$ cat src/wdt_pkg.sv
/*
  Shared constants and carrier types of the watchdog, alarm and command block.
  Assumes one 250 MHz clock and a host on a byte-wide asynchronous memory bus.
*/
`default_nettype none

package wdt_pkg;
  localparam logic [3:0] OFS_ALM_MIN = 4'h3;
  localparam logic [3:0] OFS_ALM_HOUR = 4'h5;
  localparam logic [3:0] OFS_ALM_DAY = 4'h7;
  localparam logic [3:0] OFS_CMD = 4'hb;
  localparam logic [3:0] OFS_WDP_A = 4'hc;
  localparam logic [3:0] OFS_WDP_B = 4'hd;

  localparam int ALM_MASK_BIT = 7;
  localparam logic [7:0] ALM_DAY_READ_MASK = 8'h87;
  localparam logic [6:0] TOD_CMP_MASK = 7'h7f;
  localparam int CMD_FLAG_WD_BIT = 1;
  localparam int CMD_FLAG_TOD_BIT = 0;

  localparam logic [5:0] CMD_RST = 6'h33;
  localparam logic [7:0] WDP_RST = 8'h00;
  localparam logic [7:0] ALM_RST = 8'h00;

  localparam int CLK_MHZ = 250;
  localparam int TICK_US = 10000;
  localparam int TICK_CYC = TICK_US * CLK_MHZ;
  localparam int PULSE_US = 3000;
  localparam int PULSE_CYC = PULSE_US * CLK_MHZ;

  typedef struct packed {
    logic ce_n;
    logic we_n;
    logic oe_n;
    logic [3:0] addr;
    logic [7:0] data;
  } wdt_bus_t;

  typedef struct packed {
    logic transfer_gate;
    logic interrupt_pin_swap;
    logic outb_drive_polarity;
    logic pulse_level_select;
    logic watchdog_irq_mask;
    logic tod_irq_mask;
  } wdt_cmd_t;
endpackage

`default_nettype wire

$ cat src/wdt_sync3.sv
/*
  Three-stage input synchroniser for a vector of pin inputs.
  Assumes the inputs are asynchronous; a bit is taken once stages two and three agree.
*/
`default_nettype none

module wdt_sync3 #(
  parameter int W = 1
) (
  input wire logic ref_clk_i,
  input wire logic srst_i,
  input wire logic [W-1:0] d_i,
  input wire logic [W-1:0] rst_val_i,
  output logic [W-1:0] q_o
);
  logic [W-1:0] s1_q;
  logic [W-1:0] s2_q;
  logic [W-1:0] s3_q;
  logic [W-1:0] agree_w;

  if (W < 1) begin : g_bad_width
    $error("wdt_sync3: width must be at least one");
  end

  // per bit: a change is taken only when the two later stages match
  assign agree_w = ~(s2_q ^ s3_q);

  always_ff @(posedge ref_clk_i) begin
    s1_q <= d_i;
    s2_q <= s1_q;
    s3_q <= s2_q;
  end

  always_ff @(posedge ref_clk_i) begin
    if (srst_i) begin
      q_o <= rst_val_i;
    end else begin
      q_o <= (s3_q & agree_w) | (q_o & ~agree_w);
    end
  end
endmodule

`default_nettype wire

$ cat src/wdt_irq_flag.sv
/*
  Alarm flag with optional self-releasing pulse of a least length.
  Assumes set and clear are single-cycle pulses on the same clock.
*/
`default_nettype none

module wdt_irq_flag #(
  parameter int PULSE_CYC = wdt_pkg::PULSE_CYC
) (
  input wire logic ref_clk_i,
  input wire logic srst_i,
  input wire logic set_i,
  input wire logic clr_i,
  input wire logic pulse_mode_i,
  output logic flag_o
);
  localparam int CW = $clog2(PULSE_CYC + 1);
  localparam logic [CW-1:0] LOAD = CW'(PULSE_CYC - 1);
  logic [CW-1:0] cnt_q;
  logic expired_w;

  if (PULSE_CYC < 1) begin : g_bad_pulse
    $error("wdt_irq_flag: pulse length must be at least one");
  end

  assign expired_w = pulse_mode_i & (cnt_q == '0);

  // set beats clear so an alarm in the clearing cycle survives
  always_ff @(posedge ref_clk_i) begin
    if (srst_i) begin
      flag_o <= 1'b0;
      cnt_q <= '0;
    end else if (set_i) begin
      flag_o <= 1'b1;
      cnt_q <= LOAD;
    end else if (clr_i || (flag_o && expired_w)) begin
      flag_o <= 1'b0;
    end else if (cnt_q != '0) begin
      cnt_q <= cnt_q - 1'b1;
    end
  end
endmodule

`default_nettype wire

$ cat src/wdt_alarm_ctrl.sv
/*
  Watchdog countdown, time-of-day alarm compare, command byte and interrupt pins.
  Assumes the clock counters sit outside and hand in minutes, hours, days and a
  one-cycle pulse when seconds roll over; the host bus arrives on raw pins.
*/
`default_nettype none

module wdt_alarm_ctrl #(
  parameter int TICK_CYC = wdt_pkg::TICK_CYC,
  parameter int PULSE_CYC = wdt_pkg::PULSE_CYC
) (
  input wire logic ref_clk_i,
  input wire logic srst_i,
  input wire logic ce_n_i,
  input wire logic we_n_i,
  input wire logic oe_n_i,
  input wire logic [3:0] addr_i,
  input wire logic [7:0] data_i,
  output logic [7:0] data_o,
  output logic data_oe_o,
  input wire logic [7:0] tod_min_i,
  input wire logic [7:0] tod_hour_i,
  input wire logic [7:0] tod_day_i,
  input wire logic tod_minute_roll_i,
  output logic transfer_gate_o,
  output logic irq_out_a_o,
  output logic irq_out_a_oe_o,
  output logic irq_out_b_o,
  output logic irq_out_b_oe_o
);
  localparam int TW = $clog2(TICK_CYC + 1);
  localparam logic [TW-1:0] TICK_LOAD = TW'(TICK_CYC - 1);

  if (TICK_CYC < 1) begin : g_bad_tick
    $error("wdt_alarm_ctrl: tick divider must be at least one");
  end

  function automatic logic [15:0] bcd_dec(input logic [15:0] v);
    logic [15:0] r;
    logic borrow;
    r = v;
    borrow = 1'b1;
    for (int i = 0; i < 4; i++) begin
      if (borrow) begin
        if (v[i*4 +: 4] == 4'h0) begin
          r[i*4 +: 4] = 4'h9;
        end else begin
          r[i*4 +: 4] = v[i*4 +: 4] - 4'h1;
          borrow = 1'b0;
        end
      end
    end
    return r;
  endfunction

  wdt_pkg::wdt_bus_t bus_raw_w;
  wdt_pkg::wdt_bus_t bus_rst_w;
  wdt_pkg::wdt_bus_t bus_s;

  assign bus_raw_w = '{ce_n: ce_n_i, we_n: we_n_i, oe_n: oe_n_i, addr: addr_i, data: data_i};
  assign bus_rst_w = '{ce_n: 1'b1, we_n: 1'b1, oe_n: 1'b1, addr: 4'h0, data: 8'h00};

  wdt_sync3 #(
    .W($bits(wdt_pkg::wdt_bus_t))
  ) u_sync (
    .ref_clk_i(ref_clk_i),
    .srst_i(srst_i),
    .d_i(bus_raw_w),
    .rst_val_i(bus_rst_w),
    .q_o(bus_s)
  );

  // bus access framing: the strobe pair is treated as one access window
  logic acc_w;
  logic acc_q;
  logic wr_seen_q;
  logic [3:0] lat_addr_q;
  logic [7:0] lat_data_q;
  logic acc_end_w;
  logic wr_commit_w;

  assign acc_w = ~bus_s.ce_n & (~bus_s.we_n | ~bus_s.oe_n);
  assign acc_end_w = acc_q & ~acc_w;
  assign wr_commit_w = acc_end_w & wr_seen_q;

  always_ff @(posedge ref_clk_i) begin
    if (srst_i) begin
      acc_q <= 1'b0;
      wr_seen_q <= 1'b0;
      lat_addr_q <= 4'h0;
      lat_data_q <= 8'h00;
    end else begin
      acc_q <= acc_w;
      if (acc_w) begin
        lat_addr_q <= bus_s.addr;
      end
      if (acc_w && !bus_s.we_n) begin
        lat_data_q <= bus_s.data;
      end
      wr_seen_q <= acc_w & (wr_seen_q | ~bus_s.we_n);
    end
  end

  logic hit_wdp_w;
  logic hit_alm_w;
  logic hit_any_w;
  logic wd_restart_w;
  logic tod_access_w;

  assign hit_wdp_w = (lat_addr_q == wdt_pkg::OFS_WDP_A) || (lat_addr_q == wdt_pkg::OFS_WDP_B);
  assign hit_alm_w = (lat_addr_q == wdt_pkg::OFS_ALM_MIN) || (lat_addr_q == wdt_pkg::OFS_ALM_HOUR)
                     || (lat_addr_q == wdt_pkg::OFS_ALM_DAY);
  assign hit_any_w = hit_wdp_w || hit_alm_w || (lat_addr_q == wdt_pkg::OFS_CMD);
  // reads and writes of either byte restart alike, so order never matters
  assign wd_restart_w = acc_end_w & hit_wdp_w;
  assign tod_access_w = acc_end_w & hit_alm_w;

  // registers
  wdt_pkg::wdt_cmd_t cmd_q;
  logic [7:0] wdp_a_q;
  logic [7:0] wdp_b_q;
  logic [7:0] alm_min_q;
  logic [7:0] alm_hour_q;
  logic [7:0] alm_day_q;
  logic [7:0] wdp_a_d;
  logic [7:0] wdp_b_d;
  logic [15:0] period_w;
  logic [15:0] period_d;

  assign wdp_a_d = (wr_commit_w && lat_addr_q == wdt_pkg::OFS_WDP_A) ? lat_data_q : wdp_a_q;
  assign wdp_b_d = (wr_commit_w && lat_addr_q == wdt_pkg::OFS_WDP_B) ? lat_data_q : wdp_b_q;
  assign period_w = {wdp_b_q, wdp_a_q};
  assign period_d = {wdp_b_d, wdp_a_d};

  always_ff @(posedge ref_clk_i) begin
    if (srst_i) begin
      cmd_q <= wdt_pkg::CMD_RST;
      wdp_a_q <= wdt_pkg::WDP_RST;
      wdp_b_q <= wdt_pkg::WDP_RST;
      alm_min_q <= wdt_pkg::ALM_RST;
      alm_hour_q <= wdt_pkg::ALM_RST;
      alm_day_q <= wdt_pkg::ALM_RST;
    end else begin
      wdp_a_q <= wdp_a_d;
      wdp_b_q <= wdp_b_d;
      if (wr_commit_w) begin
        case (lat_addr_q)
          wdt_pkg::OFS_CMD: cmd_q <= lat_data_q[7:2];
          wdt_pkg::OFS_ALM_MIN: alm_min_q <= lat_data_q;
          wdt_pkg::OFS_ALM_HOUR: alm_hour_q <= lat_data_q;
          wdt_pkg::OFS_ALM_DAY: alm_day_q <= lat_data_q & wdt_pkg::ALM_DAY_READ_MASK;
          default: cmd_q <= cmd_q;
        endcase
      end
    end
  end

  // hundredth tick divider, realigned on restart so a fresh period is whole
  logic [TW-1:0] div_q;
  logic tick_w;

  assign tick_w = (div_q == '0);

  always_ff @(posedge ref_clk_i) begin
    if (srst_i || wd_restart_w || tick_w) begin
      div_q <= TICK_LOAD;
    end else begin
      div_q <= div_q - 1'b1;
    end
  end

  // countdown; the running value is never on the bus
  logic [15:0] cnt_q;
  logic wd_off_w;
  logic wd_event_w;

  assign wd_off_w = (period_w == 16'h0000);
  // a kick landing on the expiry cycle wins, so a timely host is never flagged
  assign wd_event_w = tick_w & ~wd_restart_w & ~wd_off_w & (cnt_q == 16'h0001);

  always_ff @(posedge ref_clk_i) begin
    if (srst_i) begin
      cnt_q <= 16'h0000;
    end else if (wd_restart_w) begin
      cnt_q <= period_d;
    end else if (wd_off_w) begin
      cnt_q <= 16'h0000;
    end else if (wd_event_w) begin
      cnt_q <= period_w;
    end else if (tick_w) begin
      cnt_q <= (cnt_q == 16'h0000) ? period_w : bcd_dec(cnt_q);
    end
  end

  // time-of-day alarm: the mask pattern sets how many fields must match
  logic m_min_w;
  logic m_hour_w;
  logic m_day_w;
  logic eq_min_w;
  logic eq_hour_w;
  logic eq_day_w;
  logic tod_event_w;

  assign m_min_w = alm_min_q[wdt_pkg::ALM_MASK_BIT];
  assign m_hour_w = alm_hour_q[wdt_pkg::ALM_MASK_BIT];
  assign m_day_w = alm_day_q[wdt_pkg::ALM_MASK_BIT];
  assign eq_min_w = ((tod_min_i[6:0] ^ alm_min_q[6:0]) & wdt_pkg::TOD_CMP_MASK) == 7'h00;
  assign eq_hour_w = ((tod_hour_i[6:0] ^ alm_hour_q[6:0]) & wdt_pkg::TOD_CMP_MASK) == 7'h00;
  assign eq_day_w = tod_day_i[2:0] == alm_day_q[2:0];
  // mixed patterns outside the four supported ones are left to fall out as they may
  assign tod_event_w = tod_minute_roll_i & ((m_min_w & m_hour_w & m_day_w)
                       | (eq_min_w & (m_hour_w | eq_hour_w) & (m_day_w | eq_day_w)));

  logic wd_flag_w;
  logic tod_flag_w;

  wdt_irq_flag #(
    .PULSE_CYC(PULSE_CYC)
  ) u_wd_flag (
    .ref_clk_i(ref_clk_i),
    .srst_i(srst_i),
    .set_i(wd_event_w),
    .clr_i(wd_restart_w),
    .pulse_mode_i(cmd_q.pulse_level_select),
    .flag_o(wd_flag_w)
  );

  wdt_irq_flag #(
    .PULSE_CYC(PULSE_CYC)
  ) u_tod_flag (
    .ref_clk_i(ref_clk_i),
    .srst_i(srst_i),
    .set_i(tod_event_w),
    .clr_i(tod_access_w),
    .pulse_mode_i(cmd_q.pulse_level_select),
    .flag_o(tod_flag_w)
  );

  // masking, routing and pin drive
  logic wd_irq_w;
  logic tod_irq_w;
  logic a_act_w;
  logic b_act_w;
  logic a_act_q;
  logic b_act_q;

  assign wd_irq_w = wd_flag_w & ~cmd_q.watchdog_irq_mask;
  assign tod_irq_w = tod_flag_w & ~cmd_q.tod_irq_mask;
  assign a_act_w = cmd_q.interrupt_pin_swap ? tod_irq_w : wd_irq_w;
  assign b_act_w = cmd_q.interrupt_pin_swap ? wd_irq_w : tod_irq_w;

  always_ff @(posedge ref_clk_i) begin
    if (srst_i) begin
      a_act_q <= 1'b0;
      b_act_q <= 1'b0;
    end else begin
      a_act_q <= a_act_w;
      b_act_q <= b_act_w;
    end
  end

  // a sinks only; b sources when polarity is high, else sinks like a
  assign irq_out_a_o = 1'b0;
  assign irq_out_a_oe_o = a_act_q;
  assign irq_out_b_o = cmd_q.outb_drive_polarity & b_act_q;
  assign irq_out_b_oe_o = cmd_q.outb_drive_polarity | b_act_q;
  assign transfer_gate_o = cmd_q.transfer_gate;

  // read path: live address so flags show while the read strobe is held
  logic [7:0] rd_mux_w;
  logic hit_rd_w;
  logic [7:0] cmd_rd_w;

  assign cmd_rd_w = {cmd_q, wd_flag_w, tod_flag_w};
  assign hit_rd_w = (bus_s.addr == wdt_pkg::OFS_WDP_A) || (bus_s.addr == wdt_pkg::OFS_WDP_B)
                    || (bus_s.addr == wdt_pkg::OFS_ALM_MIN) || (bus_s.addr == wdt_pkg::OFS_CMD)
                    || (bus_s.addr == wdt_pkg::OFS_ALM_HOUR)
                    || (bus_s.addr == wdt_pkg::OFS_ALM_DAY);
  assign rd_mux_w = (bus_s.addr == wdt_pkg::OFS_WDP_A) ? wdp_a_q :
                    (bus_s.addr == wdt_pkg::OFS_WDP_B) ? wdp_b_q :
                    (bus_s.addr == wdt_pkg::OFS_CMD) ? cmd_rd_w :
                    (bus_s.addr == wdt_pkg::OFS_ALM_MIN) ? alm_min_q :
                    (bus_s.addr == wdt_pkg::OFS_ALM_HOUR) ? alm_hour_q :
                    (bus_s.addr == wdt_pkg::OFS_ALM_DAY) ? alm_day_q : 8'h00;

  always_ff @(posedge ref_clk_i) begin
    if (srst_i) begin
      data_o <= 8'h00;
      data_oe_o <= 1'b0;
    end else begin
      data_o <= rd_mux_w;
      data_oe_o <= acc_w & bus_s.we_n & ~bus_s.oe_n & hit_rd_w;
    end
  end
endmodule

`default_nettype wire

$ cat config.mk
export PLATFORM = sky130hd
export DESIGN_NAME = wdt_alarm_ctrl
export DESIGN_NICKNAME = d
export VERILOG_FILES = /design/src/wdt_pkg.sv /design/src/wdt_sync3.sv /design/src/wdt_irq_flag.sv /design/src/wdt_alarm_ctrl.sv
export SDC_FILE = /design/constraint.sdc
export NUM_CORES = 1
export LEC_CHECK = 0
export BUFFER_PORTS_ARGS = -buffer_cell sky130_fd_sc_hd__clkbuf_2
export CORE_MARGIN = 3
export CORE_UTILIZATION = 63
export CTS_BUF_LIST = sky130_fd_sc_hd__clkbuf_4
export DETAILED_ROUTE_END_ITERATION = 8
export GPL_TIMING_DRIVEN = 0
export HOLD_SLACK_MARGIN = 0.03
export PLACE_DENSITY = 0.81
export SLEW_MARGIN = 20
export SYNTH_ARGS = -nofsm -noshare
export SYNTH_HDL_FRONTEND = slang
export SYNTH_SLANG_ARGS = --single-unit
$ cat constraint.sdc
create_clock -name ref_clk_i -period 3.57 [get_ports ref_clk_i]
set_input_delay 0.1785 -clock ref_clk_i [delete_from_list [all_inputs] [get_ports ref_clk_i]]
set_output_delay 0.1785 -clock ref_clk_i [all_outputs]
set_load 0.03 [all_outputs]
==> results.sh, run 1 <==
export IMPL_drive_above_1_share_pct=12.8
export IMPL_leakage_nw=3.71
export IMPL_coreArea_mm2=0.0133
export IMPL_p_clk_share_pct=33.7
export IMPL_drt_met1_wl_um=8990
export IMPL_period_minus_slack_ps=3300
export IMPL_finalHoldViolations=0
export IMPL_period_share_pct=92.5
export IMPL_start_kind="flip-flop"
export IMPL_total_power_mw=5.88
export IMPL_fillers=998
export IMPL_post_cts_buffers=0
export IMPL_switchingPower_mw=1.76
export IMPL_start_util_pct=64.7
export IMPL_cp_end_kind="flip-flop"
export IMPL_cts_tree="yes"
export IMPL_cp_max_fo=10
export IMPL_drt_iter0_markers=702
export IMPL_netlist_area_mm2=0.00861
export IMPL_pre_cts_ws_ps=366
export IMPL_synth_ff_type="dfxtp_1"
export IMPL_wl_per_cell_um=16.1
export IMPL_drv_slew=0
export IMPL_overflow=0
export IMPL_ys_ff_latch=207
export IMPL_die_h_um=123
export IMPL_max_clock_path_buffers=3
export IMPL_ir_drop_mv=0.428
export IMPL_timing_max_cap_violations=0
export IMPL_async_flop_share_pct=0
export IMPL_yosys_area_top_type="dfxtp_1"
export IMPL_grt_setup_unrepaired="false"
export IMPL_antenna_found_initial=0
export IMPL_grt_max_degree=16
export IMPL_yosys_warnings=0
export IMPL_slew_headroom_pct=32.0
export IMPL_root_buffer="clkbuf_4"
export IMPL_yosys_top_cells_area="dfxtp_1 48%, mux2i_1 5.4%, a21oi_1 5.3%"
export IMPL_io_buffers=46
export IMPL_viasPerCell=5.87
export IMPL_worst_setup_path_type="flip-flop to flip-flop"
export IMPL_status="complete, no violations"
export IMPL_die_w_um=123
export IMPL_first_global_vias=6923
export IMPL_avgSynthCellArea_um2=8.91
export IMPL_p_int_mw=4.12
export IMPL_post_route_worst_setup_slack_ps=266
export IMPL_hp_class="primary input to flip-flop"
export IMPL_area_growth_syn_to_layout_pct=14.7
export IMPL_arrival_ps=3800
export IMPL_synth_net_count=1014
export IMPL_met2_wirelength_um=9680
export IMPL_top_layer_used="met4"
export IMPL_antenna_left=0
export IMPL_max_freq_mhz=303
export IMPL_synth_most_common_cell="dfxtp_1"
export IMPL_cts_buffers=50
export IMPL_clock_sinks=207
export IMPL_place_area_mm2=0.00906
export IMPL_p_seq_share_pct=45.4
export IMPL_synth_top_area_share_pct=48.2
export IMPL_worst_pin_slew_ps=1010
export IMPL_first_pass_iters=5
export IMPL_grt_first_pass_wirelength_um=33200
export IMPL_nets=1128
export IMPL_vias=7568
export IMPL_synth_edff_count=0
export IMPL_synth_cell_types=66
export IMPL_netSwitchingFraction_pct=29.9
export IMPL_wl_um=20800
export IMPL_antenna_cells=0
export IMPL_dp_hpwl_um=14200
export IMPL_met3WireLength_um=1620
export IMPL_syn_inst=966
export IMPL_drc=0
export IMPL_finalSetupTns_ps=0
export IMPL_fin_area_mm2=0.00987
export IMPL_finClkSkew_ps=37.2
export IMPL_io_pins=56
export IMPL_grt_total_usage_pct=27.5
export IMPL_seq_area_frac_synth_pct=48.2
export IMPL_die_area_mm2=0.0151
export IMPL_setup_viol=0
export IMPL_comb_power_share_pct=20.9
export IMPL_routabilityCongestion=0.899
export IMPL_p_per_area_mw_per_mm2=596
export IMPL_htreeDepth=2
export IMPL_rows=42
export IMPL_hold_slack_ps=156
export IMPL_cts_clk_slew_worst_paths_ps=80
export IMPL_area_sequential_mm2=0.00414
export IMPL_synthTopCellsByCount="207 x dfxtp_1, 95 x nand2_1, 94 x nor2_1"
export IMPL_multi_input_area_mm2=0.00419
export IMPL_crit_required_ps=4070
export IMPL_clock_latency_ps=670
==> timing repair <==
item | in CTS | in global routing
endpoints found under the hold margin | 16 | 0
hold buffers | 16 | 0
gates resized for setup | 0 | 0
endpoints found under the setup margin | 0 | 0
==> registers in the layout, summed over array words and instances, names as in the netlist, 15 cells and up, named ones only <==
| name | cells |
|---|---|
| div_q | 22 |
| u_tod_flag.cnt_q | 20 |
| u_wd_flag.cnt_q | 20 |
| cnt_q | 16 |
| u_sync.s1_q | 15 |
| u_sync.s2_q | 15 |
| u_sync.s3_q | 15 |
==> critical path, stage by stage, from the launching register on <==
cell and delay, ps:
dfxtp_1 340, or4_4 550, or3_4 370, nor4_1 880, clkbuf_1 450, a31oi_1 150, a311oi_1 330, a211oi_1 90
==> through the flow <==
stage	util, %	cells
after global routing	74.2	1289
after CTS	74.2	1289
after detailed placement	68.2	1188
final	74.2	1289
after global placement	68.1	1188
after floorplan	-	966
==> cell families (layout without fill, tap and decap cells) <==
kind of cell,count (synthesis),after routing,share of synthesized area [%]
flops,207,207,48.2
xor+xnor,67,67,6.82
other cells,1,1,0.0436
mux,49,49,5.74
fa+ha+maj,6,6,0.872
simple gates,341,341,19.4
buf+inv,71,218,3.18
compound gates,224,224,15.8
==> layout by cell type (no fill, tap or decap), types with 10 or more instances in the layout <==
master and instances:
a22oi_1 11, nand2_1 95, dfxtp_1 207, xor2_1 36, clkbuf_1 44, and3_1 12
a221oi_1 10, clkbuf_4 70, nor2_1 94, clkbuf_2 46, a31oi_1 11, nor4_1 16
inv_1 19, nor3_1 24, nand3_1 29, a21oi_1 91, or4_1 10, o21ai_0 50
xnor2_1 31, dlygate4sd3_1 16, mux2i_1 46
==> cell type report <==
| cell class | count | share of cell area, % |
|---|---|---|
| Tap cell | 176 | 2.23 |
| Clock inverter | 15 | 1.23 |
| Inverter | 19 | 0.723 |
| Multi-Input combinational cell | 688 | 42.5 |
| Buffer | 52 | 2.05 |
| Clock buffer | 70 | 5.33 |
| Timing Repair Buffer | 62 | 3.96 |
| Sequential cell | 207 | 42.0 |
==> per-layer routing <==
layer	global-route usage (%)	vias up
met3	5.30	46
met1	37.2	3523
li1	-	3686
met4	11.1	0
met5	0	-
met2	43.4	313
==> power by group through the flow <==
stage	clock, mW	combinational (mW)	sequential, mW
finish	1.98	1.23	2.67
CTS	2.02	1.22	2.67
detailed placement	0	1.19	2.72
global placement	0	1.16	2.71
global route	2.13	1.38	2.70
floorplan	0	0.987	2.68
==> final timing paths <==
kind | cells after the start | from | to | slack, ps
max reg2reg | 7 | div_q[15] | cnt_q[9] | 270
min | 2 | data_i[1] | u_sync.s1_q[1] | 160
max | 7 | div_q[15] | cnt_q[9] | 270
min reg2reg | 0 | u_sync.s1_q[9] | u_sync.s2_q[9] | 310
No activity file was read; power rests on OpenSTA's default activity.
==> inputs of run 2 (changes only) <==
- CORE_UTILIZATION: 63 -> 50
- PLACE_DENSITY: 0.81 -> 0.67
- TNS_END_PERCENT: default -> 20
==> run 2 against run 1 <==
Clock power is essentially flat; worst hold slack lost 8.0 ps; register-to-register slack gained 90 ps; cell count grew 4.7%; total power shrank 0.43%; cell area grew 1.0%; die area grew 25%; critical path depth is the same; global-route usage shrank 4.8 points; setup slack gained 92 ps; combinational power is essentially flat; critical path type unchanged; critical endpoint unchanged; largest cell class unchanged.
==> results.sh, run 2 (synthesis results as in run 1) <==
export IMPL_status="complete, no violations"
export IMPL_coreArea_mm2=0.0167
export IMPL_place_inst=1233
export IMPL_wl_um=21300
export IMPL_hp_class="primary input to flip-flop"
export IMPL_grt_first_pass_wirelength_um=34100
export IMPL_period_share_pct=90.0
export IMPL_p_per_area_mw_per_mm2=588
export IMPL_finalNonFillerCells=1350
export IMPL_cts_tree="yes"
export IMPL_viasPerCell=5.55
export IMPL_die_h_um=137
export IMPL_cts_clk_slew_worst_paths_ps=70
export IMPL_final_common_cell="dfxtp_1"
export IMPL_grt_total_usage_pct=22.6
export IMPL_drc=0
export IMPL_arrival_ps=3710
export IMPL_wl_per_cell_um=15.8
export IMPL_timing_max_cap_violations=0
export IMPL_drive_above_1_share_pct=12.6
export IMPL_crit_required_ps=4060
export IMPL_largest_reg_flops=22
export IMPL_finalSetupTns_ps=0
export IMPL_slew_headroom_pct=31.0
export IMPL_die_area_mm2=0.0188
export IMPL_io_pins=56
export IMPL_layout_common_cells="207 x dfxtp_1, 95 x nand2_1, 94 x nor2_1, 91 x a21oi_1, 66 x clkbuf_4"
export IMPL_setup_viol=0
export IMPL_finalHoldViolations=0
export IMPL_critical_path_buf_inv_count=1
export IMPL_path_delay_family="simple AND/OR/NAND/NOR gates"
export IMPL_utilization_pct=59.7
export IMPL_worst_setup_path_type="flip-flop to flip-flop"
export IMPL_clock_sinks=207
export IMPL_cp_end_kind="flip-flop"
export IMPL_first_pass_iters=5
export IMPL_die_w_um=137
export IMPL_start_util_pct=51.5
export IMPL_max_freq_mhz=311
export IMPL_routabilityCongestion=0.859
export IMPL_antenna_found_initial=1
export IMPL_vias=7492
export IMPL_top_register="div_q"
export IMPL_area_growth_syn_to_layout_pct=15.8
export IMPL_nets=1131
export IMPL_worst_pin_slew_ps=1030
export IMPL_dp_hpwl_um=14600
export IMPL_rows=47
export IMPL_period_minus_slack_ps=3210
export IMPL_hold_slack_ps=148
export IMPL_ir_drop_mv=0.389
export IMPL_slowest_stage="nor4_1"
export IMPL_leakage_nw=3.73
export IMPL_drt_iter0_markers=626
export IMPL_antenna_left=0
export IMPL_first_global_vias=6957
export IMPL_io_buffers=46
export IMPL_cts_buffers=52
export IMPL_crit_chain="or4_4, or3_4, nor4_1, clkbuf_1, a31oi_1, a311oi_1, a211oi_1"
export IMPL_drv_slew=0
export IMPL_start_kind="flip-flop"
export IMPL_overflow=0
export IMPL_grt_max_degree=15
export IMPL_clock_latency_ps=680
export IMPL_htreeDepth=2
export IMPL_post_cts_buffers=0
export IMPL_finClkSkew_ps=70.8
export IMPL_top_regs="div_q: 22 flops, u_tod_flag.cnt_q: 20 flops, u_wd_flag.cnt_q: 20 flops"
export IMPL_grt_setup_unrepaired="false"
export IMPL_slowest_delay_ps=880
export IMPL_cp_max_fo=10
export IMPL_root_buffer="clkbuf_4"
export IMPL_max_clock_path_buffers=3
-- run 2: cell types whose count changed in the layout (fill, tap and decap cells not counted) --
cell	before	now
clkinv_1	9	21
diode_2	0	5
clkbuf_4	70	66
clkinv_2	2	5
buf_4	1	2
clkinv_4	1	0
clkinvlp_4	0	1
inv_2	0	1
inv_6	1	0
-- run 2: cell type report --
| cell class | instances | area, um2 |
|---|---|---|
| multi-input combinational | 688 | 4190 |
| clock buffer | 66 | 495 |
| antenna | 5 | 12.5 |
| timing repair buffer | 63 | 398 |
| buffer | 52 | 203 |
| clock inverter | 30 | 175 |
| tap | 220 | 275 |
| inverter | 19 | 71.3 |
| sequential | 207 | 4140 |
| fill | 1528 | 6730 |
-- run 2: timing repair --
item,in CTS,in global routing
endpoints found under the hold margin,16,0
hold buffers,16,0
resized for setup,0,0
-- run 2: stage by stage --
stage	total power, mW	setup slack [ps]	cell area (um2)
2_1_floorplan	3.67	826	8610
3_5_place_dp	3.91	420	9120
6_report	5.86	358	9970
4_1_cts	5.92	414	9950
3_3_place_gp	3.88	421	9110
5_1_grt	6.22	28.3	9970
-- run 2: report_power, final --
group          internal [mW]  total, mW  switching, mW
Sequential              2.51       2.67          0.155
Clock                   1.03       1.97          0.944
Combinational          0.557       1.22          0.660
-- run 2: path summary, 6_finish.rpt --
check / startpoint / to / slack [ps] / cells past startpoint
setup / recovery: div_q[13] / cnt_q[9] / 360 / 7
hold / removal: srst_i / u_tod_flag.cnt_q[18] / 150 / 3
setup reg to reg: div_q[13] / cnt_q[9] / 360 / 7
hold reg to reg: u_sync.s1_q[0] / u_sync.s2_q[0] / 320 / 0
-- run 2: worst reg2reg max path: stages, from the launching register on --
cell and delay [ps]:
dfxtp_1 340, or4_4 530, or3_4 370, nor4_1 880, clkbuf_1 430, a31oi_1 140
a311oi_1 310, a211oi_1 80
-- run 2: routing by layer --
metal / up-vias / share of wire [%] / track usage, % / wire [um]
met5: - / 0 / 0 / 0
met1: 3484 / 46 / 31.0 / 9880
met4: 0 / 2.2 / 7.59 / 476
met3: 42 / 6.5 / 4.64 / 1390
li1: 3707 / - / - / -
met2: 259 / 45 / 35.8 / 9570
==> inputs of run 3 (changes only) <==
- CORE_ASPECT_RATIO: default -> 0.8
- clock period: 3.57 -> 4.1 ns (I/O delays scaled with it)
==> run 3 against run 2 <==
Fmax down 1.9%; largest power group unchanged; register-to-register slack better by 470 ps; core utilization is 0.33 points lower; critical path depth is the same; sequential power is 13% lower; cell count is 0.81% lower; highest routed layer unchanged; largest cell class unchanged; routed wire length grew 1.6%; global-route usage rose by 0.18 points.
==> results.sh, run 3 (synthesis results as in run 1) <==
export IMPL_timing_rr_start="div_q[13]"
export IMPL_first_global_vias=6804
export IMPL_start_kind="flip-flop"
export IMPL_htreeDepth=2
export IMPL_multi_input_area_mm2=0.00420
export IMPL_finalSetupTns_ps=0
export IMPL_cp_end_kind="flip-flop"
export IMPL_period_minus_slack_ps=3280
export IMPL_leakage_nw=3.71
export IMPL_top_regs="div_q: 22 flops, u_tod_flag.cnt_q: 20 flops, u_wd_flag.cnt_q: 20 flops"
export IMPL_first_pass_iters=5
export IMPL_p_per_area_mw_per_mm2=510
export IMPL_total_power_mw=5.05
export IMPL_hold_slack_ps=190
export IMPL_finalHoldViolations=0
export IMPL_p_int_mw=3.52
export IMPL_switchingPower_mw=1.54
export IMPL_startpoint="div_q[13]"
export IMPL_final_common_cell="dfxtp_1"
export IMPL_area_sequential_mm2=0.00414
export IMPL_fillers=1527
export IMPL_antenna_found_initial=0
export IMPL_worst_setup_path_type="flip-flop to flip-flop"
export IMPL_r2r_cells=7
export IMPL_root_buffer="clkbuf_4"
export IMPL_io_buffers=46
export IMPL_wl_per_cell_um=16.2
export IMPL_max_freq_mhz=305
export IMPL_die_w_um=153
export IMPL_top_register="div_q"
export IMPL_layout_common_cells="207 x dfxtp_1, 95 x nand2_1, 94 x nor2_1, 91 x a21oi_1, 75 x clkbuf_4"
export IMPL_status="complete, no violations"
export IMPL_p_clk_share_pct=32.8
export IMPL_setup_viol=0
export IMPL_die_area_mm2=0.0188
export IMPL_largest_reg_flops=22
export IMPL_cts_tree="yes"
export IMPL_grt_setup_unrepaired="false"
export IMPL_drc=0
export IMPL_drt_iter0_markers=668
export IMPL_grt_first_pass_wirelength_um=35100
export IMPL_nets=1129
export IMPL_min_from="data_i[6]"
export IMPL_rows=42
export IMPL_max_clock_path_buffers=3
export IMPL_overflow=0
export IMPL_io_pins=56
export IMPL_area_growth_syn_to_layout_pct=15.3
export IMPL_coreArea_mm2=0.0167
export IMPL_viasPerCell=5.58
export IMPL_hp_class="primary input to flip-flop"
export IMPL_p_seq_share_pct=45.9
export IMPL_cp_max_fo=10
export IMPL_vias=7465
export IMPL_timing_max_cap_violations=0
export IMPL_comb_power_share_pct=21.3
export IMPL_start_util_pct=51.5
export IMPL_cts_repair_resized=0
export IMPL_cts_buffers=51
export IMPL_slew_headroom_pct=31.1
export IMPL_post_cts_buffers=0
export IMPL_arrival_ps=3750
export IMPL_netSwitchingFraction_pct=30.4
export IMPL_drive_above_1_share_pct=13.1
export IMPL_utilization_pct=59.4
export IMPL_hold_buffers=16
export IMPL_crit_required_ps=4580
export IMPL_die_h_um=123
export IMPL_grt_total_usage_pct=22.8
export IMPL_antenna_left=0
export IMPL_clock_latency_ps=660
export IMPL_wl_um=21600
export IMPL_worst_pin_slew_ps=1020
export IMPL_dp_hpwl_um=15000
export IMPL_grt_max_degree=16
export IMPL_drv_slew=0
export IMPL_finClkSkew_ps=42.8
export IMPL_routabilityCongestion=0.918
export IMPL_hold_depth=2
export IMPL_ir_drop_mv=0.381
export IMPL_clock_sinks=207
export IMPL_cts_clk_slew_worst_paths_ps=70
export IMPL_period_share_pct=79.9
[run 3: cell count changes in the layout (fill, tap and decap cells not counted)]
cell | previous run | this run
inv_2 | 1 | 0
diode_2 | 5 | 1
nor3_2 | 1 | 2
clkinv_1 | 21 | 11
bufinv_16 | 2 | 0
clkinv_2 | 5 | 1
clkinv_4 | 0 | 2
nor3_1 | 24 | 23
clkbuf_4 | 66 | 75
buf_4 | 2 | 1
[run 3: path summary, 6_finish.rpt]
path	endpoint	slack, ps
max reg2reg	cnt_q[9]	820
min	u_sync.s1_q[6]	190
max	cnt_q[9]	820
min reg2reg	u_sync.s2_q[10]	320
[run 3: critical path: stages (launching register included)]
cell      delay [ps]
dfxtp_1          340
or4_4            530
or3_4            370
nor4_1           890
clkbuf_1         440
a31oi_1          150
a311oi_1         290
a211oi_1          90
[run 3: metrics by stage]
stage	area (um2)	instances	setup WS [ps]
detailed placement	9120	1232	942
floorplan	8610	966	1360
finish	9920	1339	824
global route	9920	1338	659
CTS	9910	1338	916
global placement	9110	1232	935
[run 3: area by class of cell]
cell class | instances | area share [%]
Antenna cell | 1 | 0.0252
Buffer | 52 | 2.04
Clock buffer | 75 | 5.68
Clock inverter | 15 | 0.719
Inverter | 19 | 0.719
Multi-Input combinational cell | 688 | 42.3
Sequential cell | 207 | 41.8
Tap cell | 220 | 2.78
Timing Repair Buffer | 62 | 3.94
[run 3: power groups by stage]
stage               logic, mW  clock network (mW)  registers (mW)
global route             1.22                1.80            2.35
floorplan               0.860                   0            2.33
CTS                      1.07                1.71            2.32
detailed placement       1.05                   0            2.36
global placement         1.04                   0            2.36
finish                   1.08                1.66            2.32
[run 3: layer usage]
metal,routed length (um),track usage [%],up-vias
met3,1840,5.25,37
li1,-,-,3688
met5,0,0,-
met2,8520,31.4,299
met4,437,6.90,0
met1,10800,35.1,3441
